==> config.mk <==
export PLATFORM = sky130hd
export DESIGN_NAME = qrsfm_top
export DESIGN_NICKNAME = d
export VERILOG_FILES = /design/src/core/qrsfm_pkg.sv /design/src/core/qrsfm_flt_if.sv /design/src/core/qrsfm_deglitch.sv /design/src/core/qrsfm_top.sv
export SDC_FILE = /design/constraint.sdc
export NUM_CORES = 1
export LEC_CHECK = 0
export ABC_AREA = 1
export ABC_CLOCK_PERIOD_IN_PS = 2150
export CORE_UTILIZATION = 44
export CTS_BUF_LIST = sky130_fd_sc_hd__clkbuf_8
export DETAILED_ROUTE_END_ITERATION = 8
export DONT_BUFFER_PORTS = 1
export GPL_TIMING_DRIVEN = 0
export MAX_ROUTING_LAYER = met4
export PLACE_DENSITY = 0.61
export SETUP_SLACK_MARGIN = 0.4
export SYNTH_ARGS = -nofsm -noshare
export SYNTH_HDL_FRONTEND = slang
export SYNTH_SLANG_ARGS = --single-unit
==> constraint.sdc <==
create_clock -name clk_i -period 2.15 [get_ports clk_i]
set_input_delay 0.1075 -clock clk_i [delete_from_list [all_inputs] [get_ports clk_i]]
set_output_delay 0.1075 -clock clk_i [all_outputs]
set_load 0.01 [all_outputs]
==> src/core/qrsfm_pkg.sv <==
// Shared constants and types for the quad rail sequencer and fault monitor
package qrsfm_pkg;

	localparam int NCH    = 4;
	localparam int LDO_CH = 3;

	localparam int CLK_HZ        = 10_000_000;
	localparam int CYC_PER_US    = CLK_HZ / 1_000_000;
	localparam int SS_SW_US      = 3500;
	localparam int SS_LDO_US     = 500;
	localparam int PG_DLY_US     = 100;
	localparam int DEGLITCH_US   = 10;
	localparam int LIM_MS        = 10;
	localparam int RETRY_MS      = 100;
	localparam int SS_SW_CYC     = SS_SW_US * CYC_PER_US;
	localparam int SS_LDO_CYC    = SS_LDO_US * CYC_PER_US;
	localparam int PG_DLY_CYC    = PG_DLY_US * CYC_PER_US;
	localparam int DEGLITCH_CYC  = DEGLITCH_US * CYC_PER_US;
	localparam int LIM_CYC       = LIM_MS * 1000 * CYC_PER_US;
	localparam int RETRY_CYC     = RETRY_MS * 1000 * CYC_PER_US;

	localparam int CNT_W = 20;
	localparam int PG_W  = 10;
	localparam int DG_W  = 7;

	localparam int          ADR_W     = 8;
	localparam logic [7:0]  ADR_CTRL  = 8'h00;
	localparam logic [7:0]  ADR_STAT  = 8'h04;
	localparam logic [7:0]  ADR_FAULT = 8'h08;
	localparam logic [31:0] CTRL_RST  = 32'h0000_0000;
	localparam logic [15:0] FAULT_RST = 16'h0000;
	localparam int CTRL_PG_HOLD_BIT = 0;

	localparam int STAT_MODE_LSB = 0;
	localparam int STAT_RUN_LSB  = 8;
	localparam int STAT_GOOD_LSB = 12;
	localparam int STAT_POR_BIT  = 16;
	localparam int STAT_PG_BIT   = 17;
	localparam int FLT_OV_LSB    = 0;
	localparam int FLT_UV_LSB    = 4;
	localparam int FLT_LIM_LSB   = 8;
	localparam int FLT_HOT_LSB   = 12;

	localparam logic [1:0] MODE_STANDBY = 2'h0;
	localparam logic [1:0] MODE_NORMAL  = 2'h1;
	localparam logic [1:0] MODE_FAULT   = 2'h2;
	localparam logic [1:0] MODE_RAMP    = 2'h3;

	typedef enum logic [2:0] {
		ST_STANDBY,
		ST_RAMP,
		ST_RUN,
		ST_LIMIT,
		ST_RETRY,
		ST_THERMAL
	} qrsfm_state_e;

endpackage

==> src/core/qrsfm_flt_if.sv <==
// Carrier between a raw fault indication and its glitch filter
`timescale 1ns/100ps
interface qrsfm_flt_if;
	logic raw;
	logic qual;
	modport filt (input raw, output qual);
	modport user (output raw, input qual);
endinterface

==> src/core/qrsfm_deglitch.sv <==
// Symmetric glitch filter for one fault indication
`timescale 1ns/100ps
module qrsfm_deglitch (
	input  wire logic  clk_i,
	input  wire logic  rst_i,
	qrsfm_flt_if.filt  flt
);

	logic [qrsfm_pkg::DG_W-1:0] cnt_ff;
	logic                       qual_ff;

	// Both edges need the level to hold the full interval, so a fault clears as cleanly
	// as it sets
	always_ff @(posedge clk_i)
	begin
		if (rst_i)
		begin
			cnt_ff  <= '0;
			qual_ff <= 1'b0;
		end
		else if (flt.raw == qual_ff)
			cnt_ff <= '0;
		else if (cnt_ff == qrsfm_pkg::DG_W'(qrsfm_pkg::DEGLITCH_CYC - 1))
		begin
			cnt_ff  <= '0;
			qual_ff <= flt.raw;
		end
		else
			cnt_ff <= cnt_ff + 1'b1;
	end

	assign flt.qual = qual_ff;

endmodule // qrsfm_deglitch

==> src/core/qrsfm_top.sv <==
// Quad rail sequencer and fault monitor with a Wishbone register slave
`timescale 1ns/100ps
module qrsfm_top #(
	parameter int SS_SW_CYC_P  = qrsfm_pkg::SS_SW_CYC,
	parameter int SS_LDO_CYC_P = qrsfm_pkg::SS_LDO_CYC,
	parameter int LIM_CYC_P    = qrsfm_pkg::LIM_CYC,
	parameter int RETRY_CYC_P  = qrsfm_pkg::RETRY_CYC
) (
	input  wire logic        clk_i,
	input  wire logic        rst_i,
	input  wire logic        gate_drive_supply_level_i,
	input  wire logic        vin_ok_i,
	input  wire logic [3:0]  ch_vin_ok_i,
	input  wire logic [3:0]  en_i,
	input  wire logic [3:0]  over_threshold_event_i,
	input  wire logic [3:0]  under_threshold_event_i,
	input  wire logic [3:0]  peak_limit_i,
	input  wire logic [3:0]  short_trip_i,
	input  wire logic [3:0]  thermal_hot_i,
	output logic      [3:0]  ch_on_o,
	output logic      [3:0]  ramp_active_o,
	output logic      [3:0]  ov_reduce_o,
	output logic      [3:0]  uv_boost_o,
	output logic      [3:0]  cycle_limit_o,
	output logic             pgood_o,
	output logic             pgood_oe_o,
	input  wire logic        wb_cyc_i,
	input  wire logic        wb_stb_i,
	input  wire logic        wb_we_i,
	input  wire logic [7:0]  wb_adr_i,
	input  wire logic [3:0]  wb_sel_i,
	input  wire logic [31:0] wb_dat_i,
	output logic      [31:0] wb_dat_o,
	output logic             wb_ack_o
);

	localparam int NCH = qrsfm_pkg::NCH;

	logic             por_done_ff;
	logic             core_rst;
	logic [NCH-1:0]   good_vec;
	logic [NCH-1:0]   run_vec;
	logic [2*NCH-1:0] mode_vec;
	logic [NCH-1:0]   ov_set;
	logic [NCH-1:0]   uv_set;
	logic [NCH-1:0]   lim_set;
	logic [NCH-1:0]   hot_set;
	logic             all_good;
	logic [qrsfm_pkg::PG_W-1:0] pg_cnt_ff;
	logic             pg_ok_ff;
	logic [31:0]      ctrl_ff;
	logic [15:0]      fault_ff;
	logic [15:0]      fault_clr;
	logic [15:0]      fault_set;
	logic [31:0]      stat_w;
	logic             ack_ff;
	logic [31:0]      rdat_ff;
	logic             wb_req;
	logic             wb_wr;

	// Internal power-on reset: no rail runs until the gate drive supply is up, and once
	// seen it stays released so a droop on the check cannot restart the rails mid-run
	always_ff @(posedge clk_i)
	begin
		if (rst_i)
			por_done_ff <= 1'b0;
		else if (gate_drive_supply_level_i)
			por_done_ff <= 1'b1;
	end

	assign core_rst = rst_i | ~por_done_ff;

	for (genvar c = 0; c < NCH; c++)
	begin : g_ch
		localparam int SS_LEN = (c == qrsfm_pkg::LDO_CH) ? SS_LDO_CYC_P : SS_SW_CYC_P;

		qrsfm_pkg::qrsfm_state_e     st_ff;
		qrsfm_pkg::qrsfm_state_e     nxt_st;
		logic [qrsfm_pkg::CNT_W-1:0] cnt_ff;
		logic [qrsfm_pkg::CNT_W-1:0] nxt_cnt;
		logic                        input_ok;
		logic                        regulated;
		logic                        good;
		logic                        running;
		logic [1:0]                  mode;
		logic                        on_ff;
		logic                        ramp_ff;
		logic                        reduce_ff;
		logic                        boost_ff;
		logic                        limit_ff;

		qrsfm_flt_if ov_if ();
		qrsfm_flt_if uv_if ();
		qrsfm_flt_if lim_if ();

		assign ov_if.raw  = over_threshold_event_i[c];
		assign uv_if.raw  = under_threshold_event_i[c];
		assign lim_if.raw = peak_limit_i[c];

		qrsfm_deglitch u_ov_flt (
			.clk_i (clk_i),
			.rst_i (core_rst),
			.flt   (ov_if.filt)
		);

		qrsfm_deglitch u_uv_flt (
			.clk_i (clk_i),
			.rst_i (core_rst),
			.flt   (uv_if.filt)
		);

		qrsfm_deglitch u_lim_flt (
			.clk_i (clk_i),
			.rst_i (core_rst),
			.flt   (lim_if.filt)
		);

		always_comb
		begin
			nxt_st  = st_ff;
			nxt_cnt = cnt_ff;
			if (!en_i[c])
			begin
				nxt_st  = qrsfm_pkg::ST_STANDBY;
				nxt_cnt = '0;
			end
			else if (thermal_hot_i[c])
			begin
				nxt_st  = qrsfm_pkg::ST_THERMAL;
				nxt_cnt = '0;
			end
			else
			begin
				unique case (st_ff)
					qrsfm_pkg::ST_STANDBY:
					begin
						nxt_st  = qrsfm_pkg::ST_RAMP;
						nxt_cnt = '0;
					end
					qrsfm_pkg::ST_RAMP:
					begin
						if (short_trip_i[c])
						begin
							nxt_st  = qrsfm_pkg::ST_RETRY;
							nxt_cnt = '0;
						end
						else if (cnt_ff == qrsfm_pkg::CNT_W'(SS_LEN - 1))
						begin
							nxt_st  = qrsfm_pkg::ST_RUN;
							nxt_cnt = '0;
						end
						else
							nxt_cnt = cnt_ff + 1'b1;
					end
					qrsfm_pkg::ST_RUN:
					begin
						if (short_trip_i[c])
						begin
							nxt_st  = qrsfm_pkg::ST_RETRY;
							nxt_cnt = '0;
						end
						else if (peak_limit_i[c])
						begin
							nxt_st  = qrsfm_pkg::ST_LIMIT;
							nxt_cnt = '0;
						end
					end
					qrsfm_pkg::ST_LIMIT:
					begin
						if (short_trip_i[c] || cnt_ff == qrsfm_pkg::CNT_W'(LIM_CYC_P - 1))
						begin
							nxt_st  = qrsfm_pkg::ST_RETRY;
							nxt_cnt = '0;
						end
						else if (!peak_limit_i[c])
						begin
							nxt_st  = qrsfm_pkg::ST_RUN;
							nxt_cnt = '0;
						end
						else
							nxt_cnt = cnt_ff + 1'b1;
					end
					qrsfm_pkg::ST_RETRY:
					begin
						if (cnt_ff == qrsfm_pkg::CNT_W'(RETRY_CYC_P - 1))
						begin
							nxt_st  = qrsfm_pkg::ST_RAMP;
							nxt_cnt = '0;
						end
						else
							nxt_cnt = cnt_ff + 1'b1;
					end
					qrsfm_pkg::ST_THERMAL:
					begin
						nxt_st  = qrsfm_pkg::ST_RAMP;
						nxt_cnt = '0;
					end
					default:
					begin
						nxt_st  = qrsfm_pkg::ST_STANDBY;
						nxt_cnt = '0;
					end
				endcase
			end
		end

		always_ff @(posedge clk_i)
		begin
			if (core_rst)
			begin
				st_ff  <= qrsfm_pkg::ST_STANDBY;
				cnt_ff <= '0;
			end
			else
			begin
				st_ff  <= nxt_st;
				cnt_ff <= nxt_cnt;
			end
		end

		// Overvoltage and undervoltage do not move the state: the channel keeps
		// regulating, only power good, the drive mode and the fault flags react
		assign running   = (st_ff == qrsfm_pkg::ST_RAMP) || (st_ff == qrsfm_pkg::ST_RUN) ||
				(st_ff == qrsfm_pkg::ST_LIMIT);
		assign input_ok  = vin_ok_i & ch_vin_ok_i[c];
		assign regulated = input_ok & ~ov_if.qual & ~uv_if.qual;
		assign good      = en_i[c] & (st_ff == qrsfm_pkg::ST_RUN) & regulated &
				~lim_if.qual & ~thermal_hot_i[c];

		always_comb
		begin
			if (!en_i[c])
				mode = qrsfm_pkg::MODE_STANDBY;
			else if (st_ff == qrsfm_pkg::ST_RAMP)
				mode = qrsfm_pkg::MODE_RAMP;
			else if (good)
				mode = qrsfm_pkg::MODE_NORMAL;
			else
				mode = qrsfm_pkg::MODE_FAULT;
		end

		always_ff @(posedge clk_i)
		begin
			if (core_rst)
			begin
				on_ff     <= 1'b0;
				ramp_ff   <= 1'b0;
				reduce_ff <= 1'b0;
				boost_ff  <= 1'b0;
				limit_ff  <= 1'b0;
			end
			else
			begin
				on_ff     <= running & en_i[c];
				ramp_ff   <= (st_ff == qrsfm_pkg::ST_RAMP) & en_i[c];
				reduce_ff <= running & en_i[c] & ov_if.qual;
				boost_ff  <= running & en_i[c] & uv_if.qual & ~ov_if.qual;
				limit_ff  <= (st_ff == qrsfm_pkg::ST_LIMIT) & en_i[c];
			end
		end

		assign ch_on_o[c]       = on_ff;
		assign ramp_active_o[c] = ramp_ff;
		assign ov_reduce_o[c]   = reduce_ff;
		assign uv_boost_o[c]    = boost_ff;
		assign cycle_limit_o[c] = limit_ff;
		assign good_vec[c]      = good;
		assign run_vec[c]       = on_ff;
		assign mode_vec[2*c +: 2] = mode;
		assign ov_set[c]  = en_i[c] & ov_if.qual;
		assign uv_set[c]  = en_i[c] & uv_if.qual;
		assign lim_set[c] = en_i[c] & (nxt_st == qrsfm_pkg::ST_RETRY) &
				(st_ff != qrsfm_pkg::ST_RETRY);
		assign hot_set[c] = en_i[c] & thermal_hot_i[c] & (st_ff != qrsfm_pkg::ST_THERMAL);
	end

	// Power good qualification; any loss drops it at once, recovery waits the full delay
	assign all_good = (&good_vec) & ~ctrl_ff[qrsfm_pkg::CTRL_PG_HOLD_BIT];

	always_ff @(posedge clk_i)
	begin
		if (core_rst)
		begin
			pg_cnt_ff <= '0;
			pg_ok_ff  <= 1'b0;
		end
		else if (!all_good)
		begin
			pg_cnt_ff <= '0;
			pg_ok_ff  <= 1'b0;
		end
		else if (!pg_ok_ff)
		begin
			if (pg_cnt_ff == qrsfm_pkg::PG_W'(qrsfm_pkg::PG_DLY_CYC - 1))
				pg_ok_ff <= 1'b1;
			else
				pg_cnt_ff <= pg_cnt_ff + 1'b1;
		end
	end

	// Open drain: the pin is only ever pulled low
	assign pgood_o    = 1'b0;
	assign pgood_oe_o = ~pg_ok_ff;

	// Wishbone classic slave, single wait state on every access
	assign wb_req = wb_cyc_i & wb_stb_i & ~ack_ff;
	assign wb_wr  = wb_req & wb_we_i;

	always_ff @(posedge clk_i)
	begin
		if (rst_i)
			ack_ff <= 1'b0;
		else
			ack_ff <= wb_req;
	end

	always_ff @(posedge clk_i)
	begin
		if (rst_i)
			ctrl_ff <= qrsfm_pkg::CTRL_RST;
		else if (wb_wr && wb_adr_i == qrsfm_pkg::ADR_CTRL && wb_sel_i[0])
			ctrl_ff[qrsfm_pkg::CTRL_PG_HOLD_BIT] <= wb_dat_i[qrsfm_pkg::CTRL_PG_HOLD_BIT];
	end

	always_comb
	begin
		fault_clr = '0;
		if (wb_wr && wb_adr_i == qrsfm_pkg::ADR_FAULT)
		begin
			if (wb_sel_i[0])
				fault_clr[7:0] = wb_dat_i[7:0];
			if (wb_sel_i[1])
				fault_clr[15:8] = wb_dat_i[15:8];
		end
	end

	assign fault_set = {hot_set, lim_set, uv_set, ov_set};

	// A fault arriving in the clearing cycle survives the write-one-to-clear
	always_ff @(posedge clk_i)
	begin
		if (rst_i)
			fault_ff <= qrsfm_pkg::FAULT_RST;
		else
			fault_ff <= (fault_ff & ~fault_clr) | fault_set;
	end

	always_comb
	begin
		stat_w = '0;
		stat_w[qrsfm_pkg::STAT_MODE_LSB +: 2*NCH] = mode_vec;
		stat_w[qrsfm_pkg::STAT_RUN_LSB +: NCH]    = run_vec;
		stat_w[qrsfm_pkg::STAT_GOOD_LSB +: NCH]   = good_vec;
		stat_w[qrsfm_pkg::STAT_POR_BIT]           = por_done_ff;
		stat_w[qrsfm_pkg::STAT_PG_BIT]            = pg_ok_ff;
	end

	always_ff @(posedge clk_i)
	begin
		if (rst_i)
			rdat_ff <= '0;
		else if (wb_req && !wb_we_i)
		begin
			unique case (wb_adr_i)
				qrsfm_pkg::ADR_CTRL:  rdat_ff <= ctrl_ff;
				qrsfm_pkg::ADR_STAT:  rdat_ff <= stat_w;
				qrsfm_pkg::ADR_FAULT: rdat_ff <= {16'h0000, fault_ff};
				default:              rdat_ff <= '0;
			endcase
		end
	end

	assign wb_ack_o = ack_ff;
	assign wb_dat_o = rdat_ff;

endmodule // qrsfm_top

# --- After elaboration in Yosys (flattened, before gate mapping) ---
# Index checks and enable logic that the tools add are counted.
classes:
  n_addsub: 17
  eq_ne: 75
  mux: 90
  bitwise_logic: 122
  n_reduce_logical: 57
op_table:
  columns: ["operator", "count"]
  rows:
  - ["20-bit 2-to-1 mux", 28]
  - ["20-bit case mux with 4 select lines", 4]
  - ["3-bit 2-to-1 mux", 36]
  - ["7-bit by 1-bit adder with 7-bit output, second input constant", 12]
  - ["7-bit equality test, second input constant", 12]
  - ["20-bit by 1-bit adder with 20-bit output, second input constant", 4]
  - ["1-bit bitwise AND", 80]
  - ["20-bit by 17-bit equality test with 1-bit output, second input constant", 4]
  - ["20-bit equality test, second input constant", 4]
  - ["20-bit by 16-bit equality test with 1-bit output, second input constant", 3]
  - ["3-bit case mux with 5 select lines", 4]
  - ["18-bit case mux with 3 select lines", 1]
  - ["3-bit OR reduction", 16]
  - ["1-bit inverter", 38]
  - ["3-bit equality test, second input constant", 12]
  - ["3-bit != test, second input constant", 12]
  - ["2-bit AND reduction", 13]
  - ["3-bit by 2-bit equality test with 1-bit output, second input constant", 8]
  - ["2-bit 2-to-1 mux", 12]
  - ["20-bit by 13-bit equality test with 1-bit output, second input constant", 1]
  - ["16-bit bitwise AND", 1]
  - ["16-bit 2-to-1 mux", 1]
  - ["8-bit 2-to-1 mux", 2]
  - ["16-bit inverter", 1]
  - ["16 further kinds", 52]
word_totals:
  ff_bits: 270
  elab_cells: 420

# --- Depth between registers and ports, before layout ---
# Gate-level depths: netlist of run 1.
logic_depth:
  ltp_word: 10
  depth_mapped: 14
  ltp_nobuf: 14

# --- Hierarchy ---
# Synthesis of run 1 repeated with hierarchy kept, for this count alone.
hier_totals:
  cells_unflattened: 2105
  area_unflattened_um2: 14134.8
by_module_without_submodules:
  columns: ["mod", "instances", "cells_each", "area_each_um2", "seq_area_each_um2"]
  rows:
  - ["qrsfm_top", 1, 1409, 9044.9, 3203.1]
  - ["qrsfm_deglitch", 12, 58, 424.2, 160.2]

# --- Worst setup path before layout of run 1 ---
# Ideal clock, no wire load.
synth_path:
  path_kind: "reg-to-reg"
  startpoint: "register g_ch[3].cnt_ff[0] (netlist bit)"
  endpoint: "register g_ch[3].cnt_ff[18] (netlist bit)"
  setup_ps: 110
  arrival_ps: 1580
  t_required_ps: 2040
  slack_ps: 460
  stages_incl_launch_ff: 14
  path_buffers: 1
  synth_period_minus_slack_ps: 1690
  cell_sequence: "dfxtp_1 > ha_1 > nand2_1 > inv_1 > nand2_1 > nor2_2 > nand3_1 > nand2_1 > nand4_2 > nand2_2 > inv_2 > buf_6 > nand3_1 > inv_1"
synth_via:
  elab_chain_cells: 4
synth_rtl:
  columns: ["element", "line_no", "text"]
  rows:
  - ["start, declared", "qrsfm_top.sv:79", "logic [qrsfm_pkg::CNT_W-1:0] cnt_ff;"]
  - ["start signal, assigned", "qrsfm_top.sv:217", "cnt_ff <= nxt_cnt;"]
  - ["20-bit by 1-bit adder with 20-bit output (tied with other cells)", "qrsfm_top.sv:153, qrsfm_top.sv:181, qrsfm_top.sv:191", null]
  - ["20-bit 2-to-1 mux (tied with other cells)", "qrsfm_top.sv:175", "else if (!peak_limit_i[c])"]
  - ["20-bit 2-to-1 mux (on tied branches)", "qrsfm_top.sv:170, qrsfm_top.sv:142", null]
  - ["20-bit case mux with 4 select lines (*)", "qrsfm_top.sv:134", "unique case (st_ff)"]
# Every way passes the cells marked *; elsewhere a longest branch is shown, timed or not.
# A chain may end at the register's enable or synchronous reset.

# --- Worst setup path in the final report of run 1 ---
layout_path:
  startpoint: "register g_ch[1].cnt_ff[1] (netlist bit)"
  endpoint: "register g_ch[1].cnt_ff[18] (netlist bit)"
layout_via:
  elab_chain_cells: 4
layout_rtl:
  columns: ["element", "line_no"]
  rows:
  - ["start, declared", "qrsfm_top.sv:79"]
  - ["start signal, assigned", "qrsfm_top.sv:217"]
  - ["20-bit by 1-bit adder with 20-bit output (tied with other cells)", "qrsfm_top.sv:153, qrsfm_top.sv:181, qrsfm_top.sv:191"]
  - ["20-bit 2-to-1 mux (tied with other cells)", "qrsfm_top.sv:175"]
  - ["20-bit 2-to-1 mux (on tied branches)", "qrsfm_top.sv:170, qrsfm_top.sv:142"]
  - ["20-bit case mux with 4 select lines (*)", "qrsfm_top.sv:134"]
# Marks and branches as above.

==> flow_summary.yaml, run 1 <==
setup_path:
  reg2reg_from: "g_ch[1].cnt_ff[1]"
  crit_required_ps: 2600
  critPathLaunch: "g_ch[1].cnt_ff[1]"
  critPathArrivalTime_ps: 2210
  endpoint_kind: "flop"
  cp_max_fo: 5
  critPathKind: "reg -> reg"
  crit_path_start_kind: "flop"
drt:
  met3_length_mm: 1.75
  ant_nets: 0
  num_vias: 12600
  wl_mm: 36.8
  drt_iter0_drc: 841
  post_drt_wl_per_cell_um: 14.6
  met2_length_mm: 17.7
  met1_length_mm: 16.4
  drtPass1Iterations: 5
  post_drt_via_cell_ratio: 5.04
  drc: 0
  top_layer_used: "met4"
finish:
  utilization_pct: 56.0
  final_common_cell: "nand2_1"
  fin_nets: 2191
  finish.instance_area_um2: 16200
  final_cell_mix: "nand2_1 (353), inv_1 (273), nor2_1 (259), dfxtp_1 (211), a21oi_1 (119)"
  area_delta_synth_final_pct: 23.6
  fill_cells: 2826
  drive_above_1_share_pct: 19.2
power_and_ir_drop:
  power_density_nw_per_um2: 585
  switching_share_pct: 24.5
  p_leak_uw: 0.00644
  pwr-share-comb_pct: 4.8
  power_frac_clock_pct: 44.8
  power.switching_uw: 2330
  power.internal_uw: 7170
  finalPower_uw: 9500
  irDropWorstVdd_mv: 0.377
  p_seq_share_pct: 50.4
status:
  status: "finished clean"
placed_design:
  dp_hpwl_mm: 26.1
  place_congestion: 0.921
  io_buffers: 0
  place_area_um2: 13700
timing:
  fin_crit_ps: 1760
  rsz0062_at_grt: "true"
  fin_skew_ps: 19.3
  fmax_ghz: 0.568
  fin_crit_sh_pct: 82.0
  max-slew-margin-rel_pct: 52.6
  hold_viol_final: 0
  setup_viol_count_final: 0
  hold-worst-slack_ps: 16.2
  tightestPinTransition_ps: 711
  drv_slew: 0
  fin_setup_tns_ps: 0
clocking:
  cts_tree: "yes"
  clock_sink_count: 256
  clockBufferDepth: 3
  insertion_delay_ps: 570
  htree_levels: 2
  cts-root-buf: "clkbuf_8"
  cts_buffers: 45
  cts.clk_slew.worst_paths_ps: 60
floorplanning:
  ios: 134
  die_h_um: 175
  fp.coreArea_um2: 29000
  die_area_um2: 30500
  die_x_um: 175
  rows: 62
  initial_core_util_pct: 45.3
global_route:
  overflow: 0
  grt_antenna_before_repair: 2
  grtUsageTotal_pct: 24.0
  grt_pass1_vias: 11700
  grt_pass1_wl_mm: 57.8
  grt_max_degree: 13
logic_synthesis:
  synth_edf_count: 0
  async_flop_share_pct: 0
  synth_warnings: 0
  ys_types: 57
  ys_seq_elements: 256
  avgSynthCellArea_um2: 6.81
  netlist_area_um2: 13100
  ys_seq_area_share_pct: 39.0
  synth_ff_type: "dfxtp_1"
  synthCells: 1929
hold_path:
  hold_class: "in -> reg"
  hp-start: "wb_adr_i[3]"
flow_run:
  cap_viol_max_count: 0
==> final timing paths <==
check | end | slack, ps | depth (start not counted)
setup / recovery | g_ch[1].cnt_ff[18] | 390 | 11
hold / removal | wb_dat_o[0] | 20 | 6
setup reg to reg | g_ch[1].cnt_ff[18] | 390 | 11
hold reg to reg | g_ch[0].u_lim_flt.cnt_ff[0] | 440 | 1
==> logic make-up after synthesis <==
logic type | after synthesis | share of synthesized area [%]
xor gates and xnor gates | 43 | 2.87
buffers and inverters | 351 | 11.5
AOI/OAI and AO/OA | 253 | 10.6
other | 1 | 0.0285
DFF | 256 | 39.0
and+or+nand+nor | 1008 | 34.4
adders and majority gates | 17 | 1.62
==> repair_timing <==
action / 4_1_cts / 5_1_grt
gates cloned: 1 / 2
setup endpoints to repair: 141 / 141
hold buffers: 56 / 1
gates resized for setup: 78 / 188
endpoints found under the hold margin: 206 / 4
pin swaps: 19 / 47
buffers inserted: 15 / 30
==> cells in the mapped netlist, types with 3 or more instances <==
library cell    n  area (um2)
a22oi_1         4        30.0
clkbuf_1       10        37.5
or2_2           5        31.3
nor3b_1        15         113
inv_2           4        15.0
nor2_4          8        90.1
nand2_1       369        1390
a21oi_2         3        26.3
nand2_2        10        62.6
dfxtp_1       256        5120
nor3_1         62         310
a21oi_1       126         631
nand3_1       146         731
buf_4          38         285
nand3_2         8        80.1
nand3b_1        5        37.5
a211oi_1       10        75.1
buf_2          20         100
o21ai_0        76         380
buf_6           3        33.8
a31oi_1         4        25.0
xor2_1         33         289
nor2_2         13        81.3
o21ai_1         9        45.0
and3_1          5        31.3
xnor2_1        10        87.6
nor3_2          4        40.0
inv_1         274        1030
nand4_1        44         275
ha_1           17         213
nor2_1        301        1130
a22o_1          5        43.8
==> power by group through the flow <==
stage	Clock (uW)	Sequential, uW	Combinational [uW]
floorplan	0	4890	228
global placement	0	4900	305
detailed placement	0	4900	309
CTS	4380	4790	425
global route	4630	4790	498
finish	4260	4790	457
==> area by class of cell <==
type | count | area [um2] | share of cell area (%)
clock buffers | 53 | 729 | 4.49
clock inverters | 23 | 108 | 0.663
flip-flops and latches | 256 | 5200 | 32.0
multi-input cells | 1336 | 7190 | 44.3
diodes | 3 | 7.51 | 0.0462
repair buffers | 105 | 942 | 5.80
well taps | 384 | 480 | 2.96
inverters | 278 | 1050 | 6.47
plain buffers | 73 | 532 | 3.27
==> sequential cells by signal (all words and copies together), names as in the netlist, 10 cells and up <==
register and flops:
g_ch.st_ff 12, wb_dat_o 18, g_ch.cnt_ff 80, fault_ff 16
g_ch.u_ov_flt.cnt_ff 28, pg_cnt_ff 10, g_ch.u_uv_flt.cnt_ff 28, g_ch.u_lim_flt.cnt_ff 28
==> routing by layer <==
| metal | GRT usage, % | up-vias |
|---|---|---|
| met3 | 4.46 | 79 |
| met5 | - | - |
| met2 | 39.6 | 290 |
| li1 | - | 6508 |
| met4 | 7.97 | 0 |
| met1 | 29.3 | 5772 |
==> critical path, stage by stage (launching register included) <==
cell and delay [ps]:
dfxtp_4 360, ha_4 160, nand3_4 130, nor2_4 170
nand2_4 80, nor2_4 140, nand3_2 110, nor2_4 140
buf_4 130, nand3_1 70, nand4_1 110, a21oi_1 60
==> per-stage QoR <==
stage / setup slack, ps / cells
2_1_floorplan: 460 / 1943
3_3_place_gp: -13.4 / 2327
3_5_place_dp: -37.3 / 2327
4_1_cts: 373 / 2475
5_1_grt: 322 / 2510
6_report: 388 / 2511
Note: power is estimated with default switching activity, not from simulation.
==> run 2, diff against run 1 <==
Settings changed: ABC_AREA 1 to 0, ABC_CLOCK_PERIOD_IN_PS 2150 to 1800.
Clock period 2.15 ns to 1.8 ns, I/O delays scaled along.
==> run 2 against run 1 <==
Compared with the run above: the flow now finishes with violations (setup timing); global-route usage rose by 1.4 points; setup slack worse by 880 ps; design area up 3.9%; hold slack got worse by 9.5 ps; critical path depth down 1; die area fell by 7.6%; combinational power up 29%; synthesized area down 7.7%; power increased by 23%; critical endpoint is now g_ch[1].cnt_ff[11].
==> flow_summary.yaml, run 2 <==
logic_synthesis:
  async_flop_share_pct: 0
  ys_types: 82
  synth_edf_count: 0
  synth_top_area_cell: "dfxtp_1"
  ys_seq_elements: 256
  synth_ff_type: "dfxtp_1"
  synth_common_cells: "dfxtp_1 (256), nor2_1 (218), nand2_1 (137), nand3_1 (111), xor2_1 (74)"
  netlist_area_um2: 12100
  synth.top_cell.area_share_pct: 42.3
  netlist_top_cells_area: "dfxtp_1 (42%), nor2_1 (6.7%), xor2_1 (5.3%)"
  synth_warnings: 0
  post-synth-top-count-cell: "dfxtp_1"
  avgSynthCellArea_um2: 8.52
  synthCells: 1424
  ys_seq_area_share_pct: 42.3
finish:
  area_delta_synth_final_pct: 39.2
  final_common_cell: "dfxtp_1"
  fin_nets: 1747
  fill_cells: 2296
  drive_above_1_share_pct: 32.0
  top_register: "g_ch.cnt_ff"
  largest_register_ffs: 80
  final_cell_mix: "dfxtp_1 (212), nor2_1 (186), nand2_1 (122), buf_4 (100), nand3_1 (78)"
global_route:
  grt_antenna_before_repair: 5
  grt_max_degree: 12
  grtUsageTotal_pct: 25.3
  grt_pass1_vias: 10700
  grt_pass1_wl_mm: 55.7
  overflow: 0
timing:
  drv_slew: 0
  max-slew-margin-rel_pct: 47.4
  hold_viol_final: 0
  tightestPinTransition_ps: 789
  fin_crit_sh_pct: 127
  hold-worst-slack_ps: 6.75
  fin_skew_ps: 14.9
  setup_viol_count_final: 104
  fin_ws_ps: -495
  fin_setup_tns_ps: -32040
  fin_crit_ps: 2290
  fmax_ghz: 0.436
  rsz0062_at_grt: "true"
power_and_ir_drop:
  irDropWorstVdd_mv: 0.609
  power_density_nw_per_um2: 691
  p_leak_uw: 0.00618
setup_path:
  endpoint_kind: "flop"
  critPathKind: "reg -> reg"
  crit_required_ps: 2230
  critPathArrivalTime_ps: 2720
  crit_path_start_kind: "flop"
  cp_max_fo: 6
floorplanning:
  die_area_um2: 28200
  ios: 134
  die_h_um: 168
  initial_core_util_pct: 44.9
  die_x_um: 168
  rows: 60
  fp.coreArea_um2: 27000
placed_design:
  place_congestion: 0.887
  io_buffers: 0
  dp_hpwl_mm: 22.5
hold_path:
  hold_class: "in -> reg"
status:
  status: "finished, violations left"
  violations: "setup timing"
clocking:
  insertion_delay_ps: 550
  clockBufferDepth: 3
  cts-root-buf: "clkbuf_8"
  cts_tree: "yes"
  cts.clk_slew.worst_paths_ps: 60
  cts_buffers: 46
  htree_levels: 2
  clock_sink_count: 256
drt:
  post_drt_wl_per_cell_um: 17.7
  drt_iter0_drc: 705
  ant_nets: 0
  drtPass1Iterations: 5
  drc: 0
  wl_mm: 36.1
  post_drt_via_cell_ratio: 5.49
  num_vias: 11200
flow_run:
  cap_viol_max_count: 0
[run 2: final cells by class]
class | instances | area (um2) | share of cell area, %
Tap cell | 341 | 427 | 2.53
Clock buffer | 59 | 812 | 4.81
Buffer | 82 | 717 | 4.25
Sequential cell | 256 | 5220 | 30.9
Inverter | 38 | 145 | 0.860
Clock inverter | 24 | 103 | 0.608
Timing Repair Buffer | 164 | 1620 | 9.59
Antenna cell | 5 | 12.5 | 0.0741
Multi-Input combinational cell | 1063 | 7830 | 46.4
[run 2: logic make-up (layout without fill, tap and decap cells)]
family                     after synthesis  after routing  share of synthesized area (%)
adders and majority gates               17             17                           1.75
AOI/OAI and AO/OA                      183            184                           10.9
DFF                                    256            256                           42.3
and+or+nand+nor                        705            705                           29.7
other                                    1             20                         0.0309
muxes                                   19             19                           1.57
buffers and inverters                  120            367                           4.97
xor gates and xnor gates               123            123                           8.88
[run 2: timing repair]
action | in CTS | in global routing
setup endpoints to repair | 246 | 231
hold buffers | 51 | 0
setup buffers | 78 | 26
gates cloned | 10 | 0
endpoints found under the hold margin | 198 | 0
pin swaps | 75 | 67
resized for setup | 180 | 168
[run 2: path summary, 6_finish.rpt]
| path | startpoint | to | slack, ps | depth (start not counted) |
|---|---|---|---|---|
| max | g_ch[1].cnt_ff[0] | g_ch[1].cnt_ff[11] | -490 | 10 |
| min | en_i[3] | g_ch[3].on_ff | 7 | 3 |
| max reg2reg | g_ch[1].cnt_ff[0] | g_ch[1].cnt_ff[11] | -490 | 10 |
| min reg2reg | g_ch[2].u_uv_flt.cnt_ff[0] | g_ch[2].u_uv_flt.cnt_ff[0] | 440 | 1 |
[run 2: worst max-delay path, stage by stage (launching register included)]
cell      delay [ps]
dfxtp_4          370
ha_4             160
nand3_2          120
or4b_4           590
o31ai_4          220
buf_6            150
a31oi_4          120
buf_6            160
buf_8            130
nand3_2           60
o311ai_1          80
[run 2: layer usage]
metal	GRT usage, %	vias up	wire length [um]
li1	-	5448	-
met1	30.7	5306	15400
met2	41.9	315	17200
met3	5.81	81	2460
met4	7.58	0	1020
met5	-	-	0
[run 2: where the power goes]
group          leakage, uW  internal (uW)  switching, uW
Clock             0.000537           2930           2430
Sequential         0.00209           5680           25.7
Combinational      0.00355            266            324
[run 2: stage by stage]
step | std cells | utilization (%) | setup slack [ps] | area [um2] | total power, uW
after floorplan | 1438 | - | -337 | 12700 | 6100
after global placement | 1779 | 48.6 | -612 | 13100 | 6180
after detailed placement | 1779 | 48.6 | -654 | 13100 | 6190
after CTS | 2001 | 59.4 | -428 | 16100 | 11800
after global routing | 2032 | 62.4 | -566 | 16900 | 12100
final | 2032 | 62.4 | -495 | 16900 | 11700
